--- config.mk ---
export PLATFORM = sky130hd
export DESIGN_NAME = sarl_top
export DESIGN_NICKNAME = d
export VERILOG_FILES = /design/src/sarl_pkg.sv /design/src/sarl_top.sv
export VERILOG_INCLUDE_DIRS = /design/src
export SDC_FILE = /design/constraint.sdc
export NUM_CORES = 1
export LEC_CHECK = 0
export BUFFER_PORTS_ARGS = -buffer_cell sky130_fd_sc_hd__buf_2
export CAP_MARGIN = 40
export CORE_UTILIZATION = 55
export CTS_BUF_LIST = sky130_fd_sc_hd__clkbuf_4
export DETAILED_ROUTE_END_ITERATION = 8
export GPL_ROUTABILITY_DRIVEN = 1
export PLACE_DENSITY = 0.79
export SLEW_MARGIN = 20
export SYNTH_ARGS = -nofsm -noshare
export SYNTH_HDL_FRONTEND = slang
export SYNTH_SLANG_ARGS = --single-unit
--- constraint.sdc ---
create_clock -name clk -period 3.74 [get_ports clk]
set_clock_uncertainty 0.2 [all_clocks]
set_input_delay 0.187 -clock clk [delete_from_list [all_inputs] [get_ports clk]]
set_output_delay 0.187 -clock clk [all_outputs]
set_load 0.05 [all_outputs]
--- src/sarl_consts.svh ---
`ifndef SARL_CONSTS_SVH
`define SARL_CONSTS_SVH
// Register byte offsets
`define SARL_OFF_START     12'h000
`define SARL_OFF_HIGH      12'h004
`define SARL_OFF_LOW       12'h008
`define SARL_OFF_TARGET    12'h00C
`define SARL_OFF_CTRL      12'h010
`define SARL_OFF_MASKCNT   12'h014
`define SARL_OFF_STATUS    12'h018
// Control field positions
`define SARL_CTRL_EN       0
`define SARL_CTRL_ARL      1
`define SARL_CTRL_MSK      2
// Reset values and full compare mask
`define SARL_RST_STEP      16'h0000
`define SARL_RST_START     16'h0000
`define SARL_RST_MASKCNT   4'h0
`define SARL_FULL_MASK     16'hFFFF
// AXI responses
`define SARL_RESP_OKAY     2'h0
`define SARL_RESP_SLVERR   2'h2
`endif

--- src/sarl_pkg.sv ---
package sarl_pkg;
  // Write address and data held in the slave
  typedef struct packed {
    logic [11:0] addr;
    logic [31:0] data;
    logic [3:0]  strb;
  } sarl_wr_type;
  // Register bus state
  typedef enum logic [2:0] {
    SARL_IDLE = 3'b001,
    SARL_RESP = 3'b010,
    SARL_RDAT = 3'b100
  } sarl_bus_type;
endpackage : sarl_pkg

--- src/sarl_top.sv ---
// Added by the designer: register access over AXI4-Lite and the register offsets.
`timescale 1ns/10ps
`include "sarl_consts.svh"
// How it works
// - Auto-reload adds step on each strobe event not coinciding with a restart
// - Reload off: target reads start value
// - Target begins from start value
// - Output toggles at match, target updates on the same edge
// - Level high adds low step, else high
// - Masked step bits do not shift alarm
// - Step registers absent in first instance
// - Alarm when masked low count equals target
// - Mask is ones shifted by count, or zero
// - Target reloads on start write, enable rise, reload off
module sarl_top #(
  parameter bit SECOND_INSTANCE = 1'b1   // Step registers exist only here
) (
  input  wire logic        clk,
  input  wire logic        sys_rst,
  input  wire logic [15:0] rtc_count_low,
  input  wire logic [11:0] s_axi_awaddr,
  input  wire logic        s_axi_awvalid,
  output logic             s_axi_awready,
  input  wire logic [31:0] s_axi_wdata,
  input  wire logic [3:0]  s_axi_wstrb,
  input  wire logic        s_axi_wvalid,
  output logic             s_axi_wready,
  output logic [1:0]       s_axi_bresp,
  output logic             s_axi_bvalid,
  input  wire logic        s_axi_bready,
  input  wire logic [11:0] s_axi_araddr,
  input  wire logic        s_axi_arvalid,
  output logic             s_axi_arready,
  output logic [31:0]      s_axi_rdata,
  output logic [1:0]       s_axi_rresp,
  output logic             s_axi_rvalid,
  input  wire logic        s_axi_rready,
  output logic             strobe_out
);

  ////////////////////////////////////////////////////////////////////////////
  // Registers
  logic [15:0] strobe_start_value;   // Start of the sequence
  logic [15:0] high_phase_step;      // Step added while level low
  logic [15:0] low_phase_step;       // Step added while level high
  logic [15:0] cumulative_target;    // Running alarm target
  logic        channel_enable;       // Channel on
  logic        auto_reload_enable;   // Reload on
  logic        compare_mask_enable;  // Masking on
  logic [3:0]  strobe_mask_counts;   // Mask shift count
  logic        en_q;                 // Enable of previous cycle
  logic        arl_q;                // Reload enable of previous cycle
  logic        event_count_hit;      // Sticky: at least one alarm seen
  logic        wr_have_aw;           // Write address captured
  logic        wr_have_w;            // Write data captured
  sarl_pkg::sarl_wr_type wr_hold;    // Captured write
  sarl_pkg::sarl_bus_type wr_state;  // Write side state

  ////////////////////////////////////////////////////////////////////////////
  // Compare and reload logic
  wire [15:0] cmp_mask   = compare_mask_enable ? (`SARL_FULL_MASK << strobe_mask_counts) : 16'h0000;
  wire        alarm_hit  = channel_enable && (((rtc_count_low ^ cumulative_target) & ~cmp_mask) == 16'h0000);
  wire [15:0] step_sel   = strobe_out ? low_phase_step : high_phase_step;
  wire [15:0] step_eff   = step_sel & ~cmp_mask;
  wire [15:0] target_sum = 16'(cumulative_target + step_eff);
  wire        do_wr      = wr_have_aw && wr_have_w && (wr_state == sarl_pkg::SARL_IDLE);
  wire [3:0]  wr_idx     = wr_hold.addr[5:2];
  wire        wr_lo      = wr_hold.strb[0];
  wire        wr_hi      = wr_hold.strb[1];
  wire        wr_start   = do_wr && (wr_hold.addr == `SARL_OFF_START);
  wire        wr_high    = do_wr && (wr_hold.addr == `SARL_OFF_HIGH) && SECOND_INSTANCE;
  wire        wr_low     = do_wr && (wr_hold.addr == `SARL_OFF_LOW) && SECOND_INSTANCE;
  wire        wr_ctrl    = do_wr && (wr_hold.addr == `SARL_OFF_CTRL) && wr_lo;
  wire        wr_mcnt    = do_wr && (wr_hold.addr == `SARL_OFF_MASKCNT) && wr_lo;
  wire        wr_ok      = (wr_idx <= 4'h6) && (wr_hold.addr[1:0] == 2'b00) && (wr_hold.addr[11:6] == 6'h00);
  wire [15:0] start_next = {wr_hi ? wr_hold.data[15:8] : strobe_start_value[15:8],
                            wr_lo ? wr_hold.data[7:0] : strobe_start_value[7:0]};
  wire        restart    = wr_start || (channel_enable && !en_q) || (!auto_reload_enable && arl_q);

  // Alarm output and target update
  always_ff @(posedge clk) begin
    if (sys_rst) begin
      cumulative_target <= `SARL_RST_START;
      strobe_out        <= 1'b0;
      event_count_hit   <= 1'b0;
    end else begin
      if (alarm_hit) begin
        strobe_out      <= ~strobe_out;
        event_count_hit <= 1'b1;
      end
      if (wr_start) begin
        cumulative_target <= start_next;
      end else if (restart || !auto_reload_enable) begin
        cumulative_target <= strobe_start_value;
      end else if (alarm_hit) begin
        cumulative_target <= target_sum;
      end
    end
  end

  // Configuration registers and edge history
  always_ff @(posedge clk) begin
    if (sys_rst) begin
      strobe_start_value  <= `SARL_RST_START;
      high_phase_step     <= `SARL_RST_STEP;
      low_phase_step      <= `SARL_RST_STEP;
      channel_enable      <= 1'b0;
      auto_reload_enable  <= 1'b0;
      compare_mask_enable <= 1'b0;
      strobe_mask_counts  <= `SARL_RST_MASKCNT;
      en_q                <= 1'b0;
      arl_q               <= 1'b0;
    end else begin
      en_q  <= channel_enable;
      arl_q <= auto_reload_enable;
      if (wr_start) strobe_start_value <= start_next;
      if (wr_high) begin
        if (wr_lo) high_phase_step[7:0]  <= wr_hold.data[7:0];
        if (wr_hi) high_phase_step[15:8] <= wr_hold.data[15:8];
      end
      if (wr_low) begin
        if (wr_lo) low_phase_step[7:0]  <= wr_hold.data[7:0];
        if (wr_hi) low_phase_step[15:8] <= wr_hold.data[15:8];
      end
      if (wr_ctrl) begin
        channel_enable      <= wr_hold.data[`SARL_CTRL_EN];
        auto_reload_enable  <= wr_hold.data[`SARL_CTRL_ARL];
        compare_mask_enable <= wr_hold.data[`SARL_CTRL_MSK];
      end
      if (wr_mcnt) strobe_mask_counts <= wr_hold.data[3:0];
    end
  end

  ////////////////////////////////////////////////////////////////////////////
  // AXI4-Lite write side
  always_ff @(posedge clk) begin
    if (sys_rst) begin
      wr_have_aw    <= 1'b0;
      wr_have_w     <= 1'b0;
      wr_hold       <= '0;
      wr_state      <= sarl_pkg::SARL_IDLE;
      s_axi_awready <= 1'b0;
      s_axi_wready  <= 1'b0;
      s_axi_bvalid  <= 1'b0;
      s_axi_bresp   <= `SARL_RESP_OKAY;
    end else begin
      s_axi_awready <= 1'b0;
      s_axi_wready  <= 1'b0;
      // Capture address
      if (s_axi_awvalid && !wr_have_aw && !s_axi_awready && wr_state == sarl_pkg::SARL_IDLE) begin
        s_axi_awready <= 1'b1;
        wr_have_aw    <= 1'b1;
        wr_hold.addr  <= s_axi_awaddr;
      end
      // Capture data
      if (s_axi_wvalid && !wr_have_w && !s_axi_wready && wr_state == sarl_pkg::SARL_IDLE) begin
        s_axi_wready <= 1'b1;
        wr_have_w    <= 1'b1;
        wr_hold.data <= s_axi_wdata;
        wr_hold.strb <= s_axi_wstrb;
      end
      // Commit and respond
      if (do_wr) begin
        wr_have_aw   <= 1'b0;
        wr_have_w    <= 1'b0;
        wr_state     <= sarl_pkg::SARL_RESP;
        s_axi_bvalid <= 1'b1;
        s_axi_bresp  <= wr_ok ? `SARL_RESP_OKAY : `SARL_RESP_SLVERR;
      end else if (s_axi_bvalid && s_axi_bready) begin
        s_axi_bvalid <= 1'b0;
        wr_state     <= sarl_pkg::SARL_IDLE;
      end
    end
  end

  ////////////////////////////////////////////////////////////////////////////
  // AXI4-Lite read side
  wire [15:0] high_rd = SECOND_INSTANCE ? high_phase_step : `SARL_RST_STEP;
  wire [15:0] low_rd  = SECOND_INSTANCE ? low_phase_step : `SARL_RST_STEP;
  logic [31:0] rd_mux;
  logic        rd_err;
  always_comb begin
    rd_err = 1'b0;
    unique case (s_axi_araddr)
      `SARL_OFF_START:   rd_mux = {16'h0000, strobe_start_value};
      `SARL_OFF_HIGH:    rd_mux = {16'h0000, high_rd};
      `SARL_OFF_LOW:     rd_mux = {16'h0000, low_rd};
      `SARL_OFF_TARGET:  rd_mux = {16'h0000, cumulative_target};
      `SARL_OFF_CTRL:    rd_mux = {29'h0, compare_mask_enable, auto_reload_enable, channel_enable};
      `SARL_OFF_MASKCNT: rd_mux = {28'h0, strobe_mask_counts};
      `SARL_OFF_STATUS:  rd_mux = {30'h0, event_count_hit, strobe_out};
      default: begin
        rd_mux = 32'h0000_0000;
        rd_err = 1'b1;
      end
    endcase
  end

  // One read at a time
  always_ff @(posedge clk) begin
    if (sys_rst) begin
      s_axi_arready <= 1'b0;
      s_axi_rvalid  <= 1'b0;
      s_axi_rdata   <= 32'h0000_0000;
      s_axi_rresp   <= `SARL_RESP_OKAY;
    end else begin
      s_axi_arready <= 1'b0;
      if (s_axi_arvalid && !s_axi_arready && !s_axi_rvalid) begin
        s_axi_arready <= 1'b1;
        s_axi_rvalid  <= 1'b1;
        s_axi_rdata   <= rd_mux;
        s_axi_rresp   <= rd_err ? `SARL_RESP_SLVERR : `SARL_RESP_OKAY;
      end else if (s_axi_rvalid && s_axi_rready) begin
        s_axi_rvalid <= 1'b0;
      end
    end
  end

  ////////////////////////////////////////////////////////////////////////////
  // Assertions
  property p_toggle;
    @(posedge clk) disable iff (sys_rst) alarm_hit |=> (strobe_out != $past(strobe_out));
  endproperty
  a_toggle: assert property (p_toggle) else $error("strobe did not toggle on alarm");
  property p_reload_add;
    @(posedge clk) disable iff (sys_rst)
      (alarm_hit && auto_reload_enable && arl_q && !restart) |=> (cumulative_target == $past(target_sum));
  endproperty
  a_reload_add: assert property (p_reload_add) else $error("target not stepped");
  property p_no_reload;
    @(posedge clk) disable iff (sys_rst)
      (!auto_reload_enable && !wr_start) |=> cumulative_target == $past(strobe_start_value);
  endproperty
  a_no_reload: assert property (p_no_reload) else $error("target differs from start value");
  property p_start_write;
    @(posedge clk) disable iff (sys_rst) wr_start |=> cumulative_target == strobe_start_value;
  endproperty
  a_start_write: assert property (p_start_write) else $error("start write did not reset target");
  property p_enable_rise;
    @(posedge clk) disable iff (sys_rst)
      (channel_enable && !en_q && !wr_start) |=> cumulative_target == $past(strobe_start_value);
  endproperty
  a_enable_rise: assert property (p_enable_rise) else $error("enable rise did not reset target");
  // Step picked from the level before the toggle, worked out apart from step_sel
  property p_phase_step;
    @(posedge clk) disable iff (sys_rst)
      (alarm_hit && auto_reload_enable && arl_q && !restart) |=>
        cumulative_target == 16'($past(cumulative_target) +
          (($past(strobe_out) ? $past(low_phase_step) : $past(high_phase_step)) & ~$past(cmp_mask)));
  endproperty
  a_phase_step: assert property (p_phase_step) else $error("wrong phase step");
  // Unmasked bits are those below the count: shift them to the top and test for zero
  property p_mask_cmp;
    @(posedge clk) disable iff (sys_rst)
      alarm_hit == (channel_enable &&
        (16'((rtc_count_low ^ cumulative_target) << (compare_mask_enable ? 5'd16 - 5'(strobe_mask_counts) : 5'd0))
         == 16'h0000));
  endproperty
  a_mask_cmp: assert property (p_mask_cmp) else $error("masked match missed");
  // The offset actually added carries no masked bit
  property p_step_mask;
    @(posedge clk) disable iff (sys_rst)
      (alarm_hit && auto_reload_enable && arl_q && !restart) |=>
        (16'(cumulative_target - $past(cumulative_target)) & $past(cmp_mask)) == 16'h0000;
  endproperty
  a_step_mask: assert property (p_step_mask) else $error("masked step bits used");
  property p_mask_off;
    @(posedge clk) disable iff (sys_rst) !compare_mask_enable |-> cmp_mask == 16'h0000;
  endproperty
  a_mask_off: assert property (p_mask_off) else $error("mask not zero when off");
  property p_first_inst;
    @(posedge clk) disable iff (sys_rst) !SECOND_INSTANCE |-> (high_rd == `SARL_RST_STEP && low_rd == `SARL_RST_STEP);
  endproperty
  a_first_inst: assert property (p_first_inst) else $error("step visible in first instance");
  // Carry out of bit 15 is dropped in the stored target
  property p_wrap;
    @(posedge clk) disable iff (sys_rst)
      (alarm_hit && auto_reload_enable && arl_q && !restart) |=>
        cumulative_target == 16'(17'($past(cumulative_target)) + 17'($past(step_eff)));
  endproperty
  a_wrap: assert property (p_wrap) else $error("step sum not wrapped");
  c_alarm:  cover property (@(posedge clk) disable iff (sys_rst) alarm_hit && auto_reload_enable);
  c_two:    cover property (@(posedge clk) disable iff (sys_rst) alarm_hit ##[1:200] alarm_hit);
  c_restart: cover property (@(posedge clk) disable iff (sys_rst) !auto_reload_enable && arl_q);
endmodule : sarl_top

==> impl_metrics.env, run 1 <==
export IMPL_path_max_fanout=14
export IMPL_dieArea_mm2=0.0128
export IMPL_synth_compound_area_share_pct=19.4
export IMPL_grt_max_degree=65
export IMPL_io_pins=125
export IMPL_nets=1037
export IMPL_yosys_area_share_simple_pct=19.8
export IMPL_syn_avg_cell_area_um2=8.24
export IMPL_hpwl_mm=12.9
export IMPL_drive_gt1_share_pct=16.4
export IMPL_worstReg2RegEnd="cumulative_target[14]$_SDFFE_PP0P_"
export IMPL_fp_coreArea_mm2=0.0121
export IMPL_hold_start="s_axi_araddr[2]"
export IMPL_wl_mm=19.0
export IMPL_gp_congestion=0.943
export IMPL_fillers=1049
export IMPL_drt_antenna_violating_nets=0
export IMPL_holdPathEnd="s_axi_rdata[3]$_SDFFE_PP0P_"
export IMPL_arrival_ns=3.75
export IMPL_netlist_area_leader_share_pct=38.2
export IMPL_synth_commonest_cells="130 x dfxtp_1, 122 x nand2_1, 121 x a21oi_1"
export IMPL_clock_latency_ns=0.56
export IMPL_cts_buffers=17
export IMPL_slew_viol_final=0
export IMPL_synthArstFlopShare_pct=0
export IMPL_htreeDepth=4
export IMPL_crit_required_ns=4.00
export IMPL_rsz0062_at_grt="false"
export IMPL_synth_most_common_cell="dfxtp_1"
export IMPL_worstSetupPathType="reg -> reg"
export IMPL_cts_tree="built"
export IMPL_post_cts_buffers=0
export IMPL_cts_sinks=130
export IMPL_fp_dieH_um=113
export IMPL_vias_per_cell=5.77
export IMPL_firstDrtPassIters=8
export IMPL_power_static_leakage_nw=3.31
export IMPL_tightest_slew_ns=0.671
export IMPL_synth_area_mm2=0.00681
export IMPL_antenna_found_initial=0
export IMPL_grt_total_usage_pct=30.6
export IMPL_reg2reg_depth=12
export IMPL_yosys_warnings=0
export IMPL_synth_top_family_by_area="simple AND/OR/NAND/NOR gates"
export IMPL_ys_top_cells_by_area="dfxtp_1 38%, a21oi_1 8.9%, mux2i_1 8.4%, nand2_1 6.7%, nor2_1 5.2%"
export IMPL_cap_violations=0
export IMPL_reg2reg_from="strobe_mask_counts[2]$_SDFFE_PP0P_"
export IMPL_max_slew_margin_pct=54.8
export IMPL_reg2reg_slack_ns=0.25
export IMPL_p_per_area_mw_per_mm2=348
export IMPL_grt_pass1_wl_mm=30.4
export IMPL_syn2layout_area_growth_pct=17.6
export IMPL_clk_pin_slew_worst_paths_ns=0.12
export IMPL_avgRoutedWirePerCell_um=17.0
export IMPL_grt_pass1_vias=5897
export IMPL_status="finished, final reports clean"
export IMPL_synth_area_mux_share_pct=9.38
export IMPL_grt_overflow=0
export IMPL_hold_class="in -> reg"
export IMPL_crit_path_start_kind="register"
export IMPL_max_clock_path_buffers=2
export IMPL_fin_crit_ns=3.49
export IMPL_ys_seq_area_share_pct=38.2
export IMPL_drc=0
export IMPL_max_vdd_ir_drop_mv=0.306
export IMPL_drt_iter0_markers=526
export IMPL_critPathCaptureType="register"
export IMPL_synthFlopType="dfxtp_1"
export IMPL_min_path_cells=5
export IMPL_fmax_ghz=0.287
export IMPL_yosys_area_share_adder_pct=3.05
export IMPL_port_buffers=88
export IMPL_synth_cell_types=69
export IMPL_yosysTopAreaCell="dfxtp_1"
export IMPL_routed_via_count=6462
export IMPL_cts_root_buf="clkbuf_4"
export IMPL_fin_crit_sh_pct=93.3
export IMPL_ys_ff_latch=130
export IMPL_core_rowCount=40
export IMPL_postSynthCellCount=826
export IMPL_synth_edf_count=0
export IMPL_finalSetupTns_ns=0
export IMPL_hold_violations=0
export IMPL_start_util_pct=56.4
export IMPL_setup_viol=0
export IMPL_die_w_um=113
export IMPL_num_antenna_cells=0
export IMPL_fin_util_pct=66.3
export IMPL_synthXorXnorAreaFrac_pct=3.99
==> flip-flops by register name (all words and copies together), names as in the netlist, 4 cells and up <==
signal and flops:
wr_hold 29, cumulative_target 16, high_phase_step 16, low_phase_step 16
s_axi_rdata 16, strobe_start_value 16, strobe_mask_counts 4
==> cell usage in the layout (no fill, tap or decap), types with 4 or more instances in the layout <==
master	n
dfxtp_1	130
nand2_1	122
a21oi_1	121
nor2_1	94
buf_2	87
mux2i_1	57
dlygate4sd3_1	44
a22oi_1	27
xnor2_1	26
conb_1	18
clkbuf_4	18
ha_1	15
o21ai_0	14
buf_4	14
inv_1	12
nor3_1	10
nand4_1	9
nand3_1	9
o22ai_1	7
a21o_1	6
and2_1	6
xor2_1	5
nand2b_1	5
o21a_1	5
o31ai_1	4
nor4_1	4
a311oi_1	4
inv_6	4
==> where the power goes <==
part | switching (mW) | total (mW) | internal, mW
combinational | 0.203 | 0.335 | 0.133
sequential | 0.0485 | 1.47 | 1.42
clock | 0.563 | 0.974 | 0.411
total | 0.814 | 2.78 | 1.97
==> layout make-up <==
cell class / instances / area, um^2 / share of cell area, %
multi-input cells: 631 / 3860 / 48.2
flip-flops and latches: 130 / 2600 / 32.5
repair buffers: 146 / 996 / 12.4
well taps: 168 / 210 / 2.63
clock inverters: 14 / 153 / 1.91
clock buffers: 18 / 135 / 1.69
inverters: 12 / 45.0 / 0.563
==> layer usage <==
layer  up-vias  wire length [um]  track usage (%)
met3        37              1820             8.36
met5         -                 0                0
met1      3002              8380             41.6
met4         0               374             9.82
met2       321              8450             47.1
li1       3102                 -                -
==> worst max-delay path, stage by stage, from the launching register on <==
cell	delay, ns
dfxtp_1	0.47
nor3b_4	0.31
a21oi_1	0.11
ha_1	0.23
fa_1	0.44
a21o_1	0.23
a221oi_1	0.30
buf_4	0.18
o31ai_1	0.11
o41ai_1	0.34
xnor2_1	0.16
o21ai_0	0.09
a211oi_1	0.24
==> worst max path at each step <==
stage | cells after the start | from | end | slack [ns]
2_1_floorplan | 12 | strobe_out$_SDFFE_PP0P_ | cumulative_target[14]$_SDFFE_PP0P_ | 0.009
3_3_place_gp | 12 | strobe_mask_counts[2]$_SDFFE_PP0P_ | cumulative_target[14]$_SDFFE_PP0P_ | 0.34
3_5_place_dp | 12 | strobe_mask_counts[2]$_SDFFE_PP0P_ | cumulative_target[14]$_SDFFE_PP0P_ | 0.33
4_1_cts | 12 | strobe_mask_counts[2]$_SDFFE_PP0P_ | cumulative_target[14]$_SDFFE_PP0P_ | 0.28
5_1_grt | 12 | strobe_mask_counts[2]$_SDFFE_PP0P_ | cumulative_target[14]$_SDFFE_PP0P_ | 0.07
6_report | 12 | strobe_mask_counts[2]$_SDFFE_PP0P_ | cumulative_target[14]$_SDFFE_PP0P_ | 0.25
==> cells by family (layout without fill, tap and decap cells) <==
| group | Yosys count | count (layout) |
|---|---|---|
| adder cells (fa/ha/maj) | 16 | 16 |
| AND/OR/NAND/NOR | 289 | 289 |
| flip-flops | 130 | 130 |
| other | 1 | 18 |
| XOR/XNOR | 31 | 31 |
| AO/OA/AOI/OAI | 216 | 216 |
| buffers and inverters | 82 | 190 |
| multiplexers | 61 | 61 |
==> what timing repair did <==
item                                    4_1_cts  5_1_grt
endpoints found under the setup margin        0        0
endpoints found under the hold margin        80        0
gates resized for setup                       0        0
hold buffers                                 44        0
==> per-stage QoR <==
step	hold WS [ns]	area (um^2)	cells	total power, mW	setup slack, ns
after floorplan	0.123	6870	843	1.70	0.00907
after global placement	0.220	7250	1041	1.77	0.339
after detailed placement	0.232	7270	1043	1.78	0.333
after CTS	0.00146	8000	1119	2.78	0.281
after global routing	0.0502	8000	1119	2.88	0.0716
final	0.0304	8000	1119	2.78	0.251
Note: power is estimated with default switching activity, not from simulation.
==> inputs of run 2 (changes only) <==
- PLACE_DENSITY: 0.79 -> default
- PLACE_DENSITY_LB_ADDON: default -> 0.1
==> impl_metrics.env, run 2 (synthesis results as in run 1) <==
export IMPL_slew_viol_final=0
export IMPL_fin_util_pct=67.2
export IMPL_drive_gt1_share_pct=16.3
export IMPL_hold_class="in -> reg"
export IMPL_fin_crit_ns=3.48
export IMPL_largest_register="wr_hold"
export IMPL_fp_coreArea_mm2=0.0121
export IMPL_cts_buffers=17
export IMPL_port_buffers=88
export IMPL_htreeDepth=4
export IMPL_avgRoutedWirePerCell_um=18.8
export IMPL_crit_path_start_kind="register"
export IMPL_hpwl_mm=14.0
export IMPL_pre_cts_slack_ns=0.380
export IMPL_max_slew_margin_pct=52.2
export IMPL_dieArea_mm2=0.0128
export IMPL_p_per_area_mw_per_mm2=349
export IMPL_max_clock_path_buffers=2
export IMPL_num_antenna_cells=0
export IMPL_tightest_slew_ns=0.715
export IMPL_crit_family="compound AO/OA/AOI/OAI gates"
export IMPL_path_max_fanout=11
export IMPL_grt_total_usage_pct=34.3
export IMPL_nets=1048
export IMPL_drt_antenna_violating_nets=0
export IMPL_final_common_cell="dfxtp_1"
export IMPL_regArea_mm2=0.00260
export IMPL_clk_pin_slew_worst_paths_ns=0.12
export IMPL_die_w_um=113
export IMPL_timing_final_ws_setup_ns=0.263
export IMPL_finalSetupTns_ns=0
export IMPL_layout_common_cells="130 x dfxtp_1, 122 x nand2_1, 121 x a21oi_1"
export IMPL_cts_tree="built"
export IMPL_firstDrtPassIters=5
export IMPL_drc=0
export IMPL_cap_violations=0
export IMPL_worstSetupPathType="reg -> reg"
export IMPL_fillers=1011
export IMPL_max_vdd_ir_drop_mv=0.353
export IMPL_cts_sinks=130
export IMPL_clock_latency_ns=0.55
export IMPL_grt_overflow=0
export IMPL_gp_congestion=0.912
export IMPL_syn2layout_area_growth_pct=19.2
export IMPL_worstSetupStartpoint="strobe_mask_counts[3]$_SDFFE_PP0P_"
export IMPL_fp_dieH_um=113
export IMPL_hold_start="s_axi_araddr[4]"
export IMPL_io_pins=125
export IMPL_critPathCaptureType="register"
export IMPL_fmax_ghz=0.288
export IMPL_setup_viol=0
export IMPL_wl_mm=21.2
export IMPL_multi_input_area_mm2=0.00386
export IMPL_routed_via_count=6579
export IMPL_cts_root_buf="clkbuf_4"
export IMPL_cpMaxStageDelayCell="dfxtp_1"
export IMPL_arrival_ns=3.73
export IMPL_status="finished, final reports clean"
export IMPL_slowest_delay_ns=0.63
export IMPL_rsz0062_at_grt="false"
export IMPL_hold_violations=0
export IMPL_largest_reg_flops=29
export IMPL_vias_per_cell=5.82
export IMPL_start_util_pct=56.4
export IMPL_grt_max_degree=46
export IMPL_drt_iter0_markers=606
export IMPL_grt_pass1_wl_mm=33.5
export IMPL_grt_pass1_vias=6368
export IMPL_reg2reg_from="strobe_mask_counts[3]$_SDFFE_PP0P_"
export IMPL_crit_required_ns=3.99
export IMPL_cts_resized=0
export IMPL_core_rowCount=40
export IMPL_path_cells="and2b_2 -> a21oi_1 -> ha_1 -> and4_1 -> a221oi_1 -> buf_4 -> o31ai_1 -> o41ai_1 -> xnor2_1 -> o21ai_0 -> a211oi_1"
export IMPL_crit_buf_inv=1
export IMPL_power_static_leakage_nw=3.39
export IMPL_fin_crit_sh_pct=93.0
export IMPL_reg2reg_slack_ns=0.26
export IMPL_antenna_found_initial=0
-- run 2: cell count changes in the layout (fill, tap and decap cells not counted) --
cell / previous run / this run
dlygate4sd3_1: 44 / 51
buf_4: 14 / 17
clkinv_1: 1 / 4
inv_6: 4 / 1
buf_6: 0 / 1
bufinv_16: 2 / 3
clkbuf_4: 18 / 17
clkinv_2: 1 / 2
clkinvlp_4: 3 / 2
-- run 2: timing repair --
item,4_1_cts,5_1_grt
hold buffers,51,0
buffers inserted,0,0
endpoints found under the hold margin,62,0
-- run 2: worst paths after layout --
kind,to,cells past startpoint
setup reg to reg,cumulative_target[14]$_SDFFE_PP0P_,11
hold / removal,s_axi_rdata[3]$_SDFFE_PP0P_,5
setup / recovery,cumulative_target[14]$_SDFFE_PP0P_,11
hold reg to reg,strobe_start_value[1]$_SDFFE_PP0P_,2
-- run 2: per-stage QoR --
stage / hold WS [ns] / cells / total power [mW] / instance area, um^2
after floorplan: 0.123 / 843 / 1.70 / 6870
after global placement: 0.222 / 1045 / 1.77 / 7280
after detailed placement: 0.228 / 1047 / 1.78 / 7310
after CTS: 0.0381 / 1130 / 2.82 / 8110
after global routing: 0.0940 / 1130 / 2.93 / 8110
final: 0.109 / 1130 / 2.83 / 8110
-- run 2: per-layer routing --
layer / up-vias / global-route usage (%) / part of all wire [%]
met5: - / 0 / 0
met1: 3065 / 46.0 / 44
li1: 3137 / - / -
met2: 347 / 54.8 / 45
met4: 0 / 10.7 / 1.7
met3: 30 / 8.09 / 9.1
-- run 2: cell type report --
type | count | area share (%)
clock buffers | 17 | 1.57
well taps | 168 | 2.59
inverters | 12 | 0.555
multi-input cells | 631 | 47.6
flip-flops and latches | 130 | 32.1
clock inverters | 15 | 2.04
repair buffers | 157 | 13.6
-- run 2: worst register-to-register path: cells and delay by family, from the launching register on --
kind | cells | cell delay (ns)
flops | 1 | 0.63
fa+ha+maj | 1 | 0.34
xor+xnor | 1 | 0.16
simple gates | 2 | 0.60
compound gates | 6 | 1.28
buf+inv | 1 | 0.18
-- run 2: power breakdown --
part	total [mW]	internal, mW	switching [mW]
Sequential	1.47	1.42	0.0500
Clock	1.01	0.456	0.553
Combinational	0.349	0.139	0.209
Total	2.83	2.02	0.812
==> inputs of run 3 (changes only) <==
- CTS_BUF_LIST: sky130_fd_sc_hd__clkbuf_4 -> sky130_fd_sc_hd__clkbuf_4 sky130_fd_sc_hd__clkbuf_8
==> impl_metrics.env, run 3 (synthesis results as in run 1) <==
export IMPL_path_max_fanout=11
export IMPL_reg2reg_depth=12
export IMPL_cts_buffers=17
export IMPL_max_slew_margin_pct=52.9
export IMPL_cts_sinks=130
export IMPL_timing_final_ws_setup_ns=0.288
export IMPL_gp_congestion=0.912
export IMPL_p_clk_share_pct=42.1
export IMPL_power_static_leakage_nw=3.43
export IMPL_fin_crit_ns=3.45
export IMPL_die_w_um=113
export IMPL_arrival_ns=3.60
export IMPL_hold_class="in -> reg"
export IMPL_p_switching_mw=0.853
export IMPL_setup_viol=0
export IMPL_nets=1044
export IMPL_wl_mm=21.6
export IMPL_largest_register="wr_hold"
export IMPL_pwr_share_comb_pct=11.0
export IMPL_cts_root_buf="clkbuf_8"
export IMPL_num_antenna_cells=0
export IMPL_finalSetupTns_ns=0
export IMPL_rsz0062_at_grt="false"
export IMPL_start_util_pct=56.4
export IMPL_final_common_cell="dfxtp_1"
export IMPL_clk_pin_slew_worst_paths_ns=0.08
export IMPL_port_buffers=88
export IMPL_antenna_found_initial=0
export IMPL_hpwl_mm=14.0
export IMPL_grt_total_usage_pct=35.0
export IMPL_fmax_ghz=0.290
export IMPL_cts_tree="built"
export IMPL_drt_antenna_violating_nets=0
export IMPL_holdBufCountCts=47
export IMPL_dieArea_mm2=0.0128
export IMPL_hold_violations=0
export IMPL_post_cts_buffers=0
export IMPL_fin_crit_sh_pct=92.3
export IMPL_cap_violations=0
export IMPL_holdPathEnd="wr_have_w$_SDFFE_PP0P_"
export IMPL_critPathCaptureType="register"
export IMPL_grt_max_degree=46
export IMPL_status="finished, final reports clean"
export IMPL_max_vdd_ir_drop_mv=0.320
export IMPL_vias_per_cell=5.79
export IMPL_grt_overflow=0
export IMPL_worstSetupPathType="reg -> reg"
export IMPL_worstReg2RegEnd="cumulative_target[14]$_SDFFE_PP0P_"
export IMPL_grt_pass1_wl_mm=34.3
export IMPL_swShare_pct=27.1
export IMPL_layout_common_cells="130 x dfxtp_1, 122 x nand2_1, 121 x a21oi_1"
export IMPL_core_rowCount=40
export IMPL_drive_gt1_share_pct=16.8
export IMPL_seqPwrFrac_pct=46.8
export IMPL_cts_resized=0
export IMPL_htreeDepth=4
export IMPL_pre_cts_slack_ns=0.380
export IMPL_clock_latency_ns=0.45
export IMPL_syn2layout_area_growth_pct=20.7
export IMPL_max_clock_path_buffers=2
export IMPL_crit_required_ns=3.89
export IMPL_hold_start="s_axi_wvalid"
export IMPL_reg2reg_from="strobe_mask_counts[3]$_SDFFE_PP0P_"
export IMPL_min_path_cells=3
export IMPL_firstDrtPassIters=5
export IMPL_fp_dieH_um=113
export IMPL_routed_via_count=6520
export IMPL_slew_viol_final=0
export IMPL_tightest_slew_ns=0.704
export IMPL_largest_reg_flops=29
export IMPL_fp_coreArea_mm2=0.0121
export IMPL_fin_util_pct=68.1
export IMPL_drt_iter0_markers=727
export IMPL_final_area_mm2=0.00822
export IMPL_p_int_mw=2.29
export IMPL_reg2reg_slack_ns=0.29
export IMPL_placed_area_mm2=0.00731
export IMPL_p_per_area_mw_per_mm2=383
export IMPL_grt_pass1_vias=6372
export IMPL_crit_path_start_kind="register"
export IMPL_drc=0
export IMPL_io_pins=125
export IMPL_avgRoutedWirePerCell_um=19.1
-- run 3: cell types whose count changed in the layout (fill, tap and decap cells not counted) --
cell,delta
dlygate4sd3_1,-4
clkbuf_8,+21
clkinv_1,-4
clkbuf_4,-17
-- run 3: metal layers --
| metal | global-route usage, % | vias to the layer above | part of all wire, % |
|---|---|---|---|
| li1 | - | 3115 | - |
| met2 | 57.2 | 328 | 47 |
| met4 | 9.91 | 0 | 1.0 |
| met5 | 0 | - | 0 |
| met1 | 46.8 | 3055 | 44 |
| met3 | 7.34 | 22 | 8.5 |
-- run 3: worst max path at each step --
| stage | from | endpoint | slack, ns | cells after the start |
|---|---|---|---|---|
| 2_1_floorplan | strobe_out$_SDFFE_PP0P_ | cumulative_target[14]$_SDFFE_PP0P_ | 0.009 | 12 |
| 3_3_place_gp | strobe_out$_SDFFE_PP0P_ | cumulative_target[14]$_SDFFE_PP0P_ | 0.43 | 12 |
| 3_5_place_dp | strobe_mask_counts[3]$_SDFFE_PP0P_ | cumulative_target[14]$_SDFFE_PP0P_ | 0.38 | 12 |
| 4_1_cts | strobe_mask_counts[3]$_SDFFE_PP0P_ | cumulative_target[14]$_SDFFE_PP0P_ | 0.34 | 12 |
| 5_1_grt | strobe_mask_counts[3]$_SDFFE_PP0P_ | cumulative_target[14]$_SDFFE_PP0P_ | 0.09 | 12 |
| 6_report | strobe_mask_counts[3]$_SDFFE_PP0P_ | cumulative_target[14]$_SDFFE_PP0P_ | 0.29 | 12 |
-- run 3: critical path, cell delays in order (launching register included) --
cell      delay, ns
dfxtp_1        0.46
nor3b_4        0.26
a21oi_1        0.09
ha_1           0.23
fa_1           0.45
a21o_1         0.22
a221oi_1       0.29
buf_4          0.19
o31ai_1        0.13
o41ai_1        0.34
xnor2_1        0.16
o21ai_0        0.09
a211oi_1       0.26
-- run 3: cell type report --
| class | count | area, um^2 |
|---|---|---|
| fill | 986 | 3840 |
| sequential | 130 | 2600 |
| clock inverter | 11 | 150 |
| timing repair buffer | 153 | 1060 |
| multi-input combinational | 631 | 3860 |
| inverter | 12 | 45.0 |
| clock buffer | 21 | 289 |
| tap | 168 | 210 |
-- run 3: power by group through the flow --
stage | Combinational, mW | Sequential [mW] | Clock, mW
after detailed placement | 0.285 | 1.50 | 0
after global placement | 0.275 | 1.50 | 0
final | 0.347 | 1.47 | 1.32
after CTS | 0.332 | 1.47 | 1.33
after floorplan | 0.200 | 1.50 | 0
after global routing | 0.372 | 1.48 | 1.39
-- run 3: metrics by stage --
step / total power, mW / cells / hold WS (ns)
2_1_floorplan: 1.70 / 843 / 0.123
3_3_place_gp: 1.77 / 1045 / 0.222
3_5_place_dp: 1.78 / 1047 / 0.228
4_1_cts: 3.13 / 1126 / 0.0109
5_1_grt: 3.24 / 1126 / 0.0352
6_report: 3.14 / 1126 / 0.0523
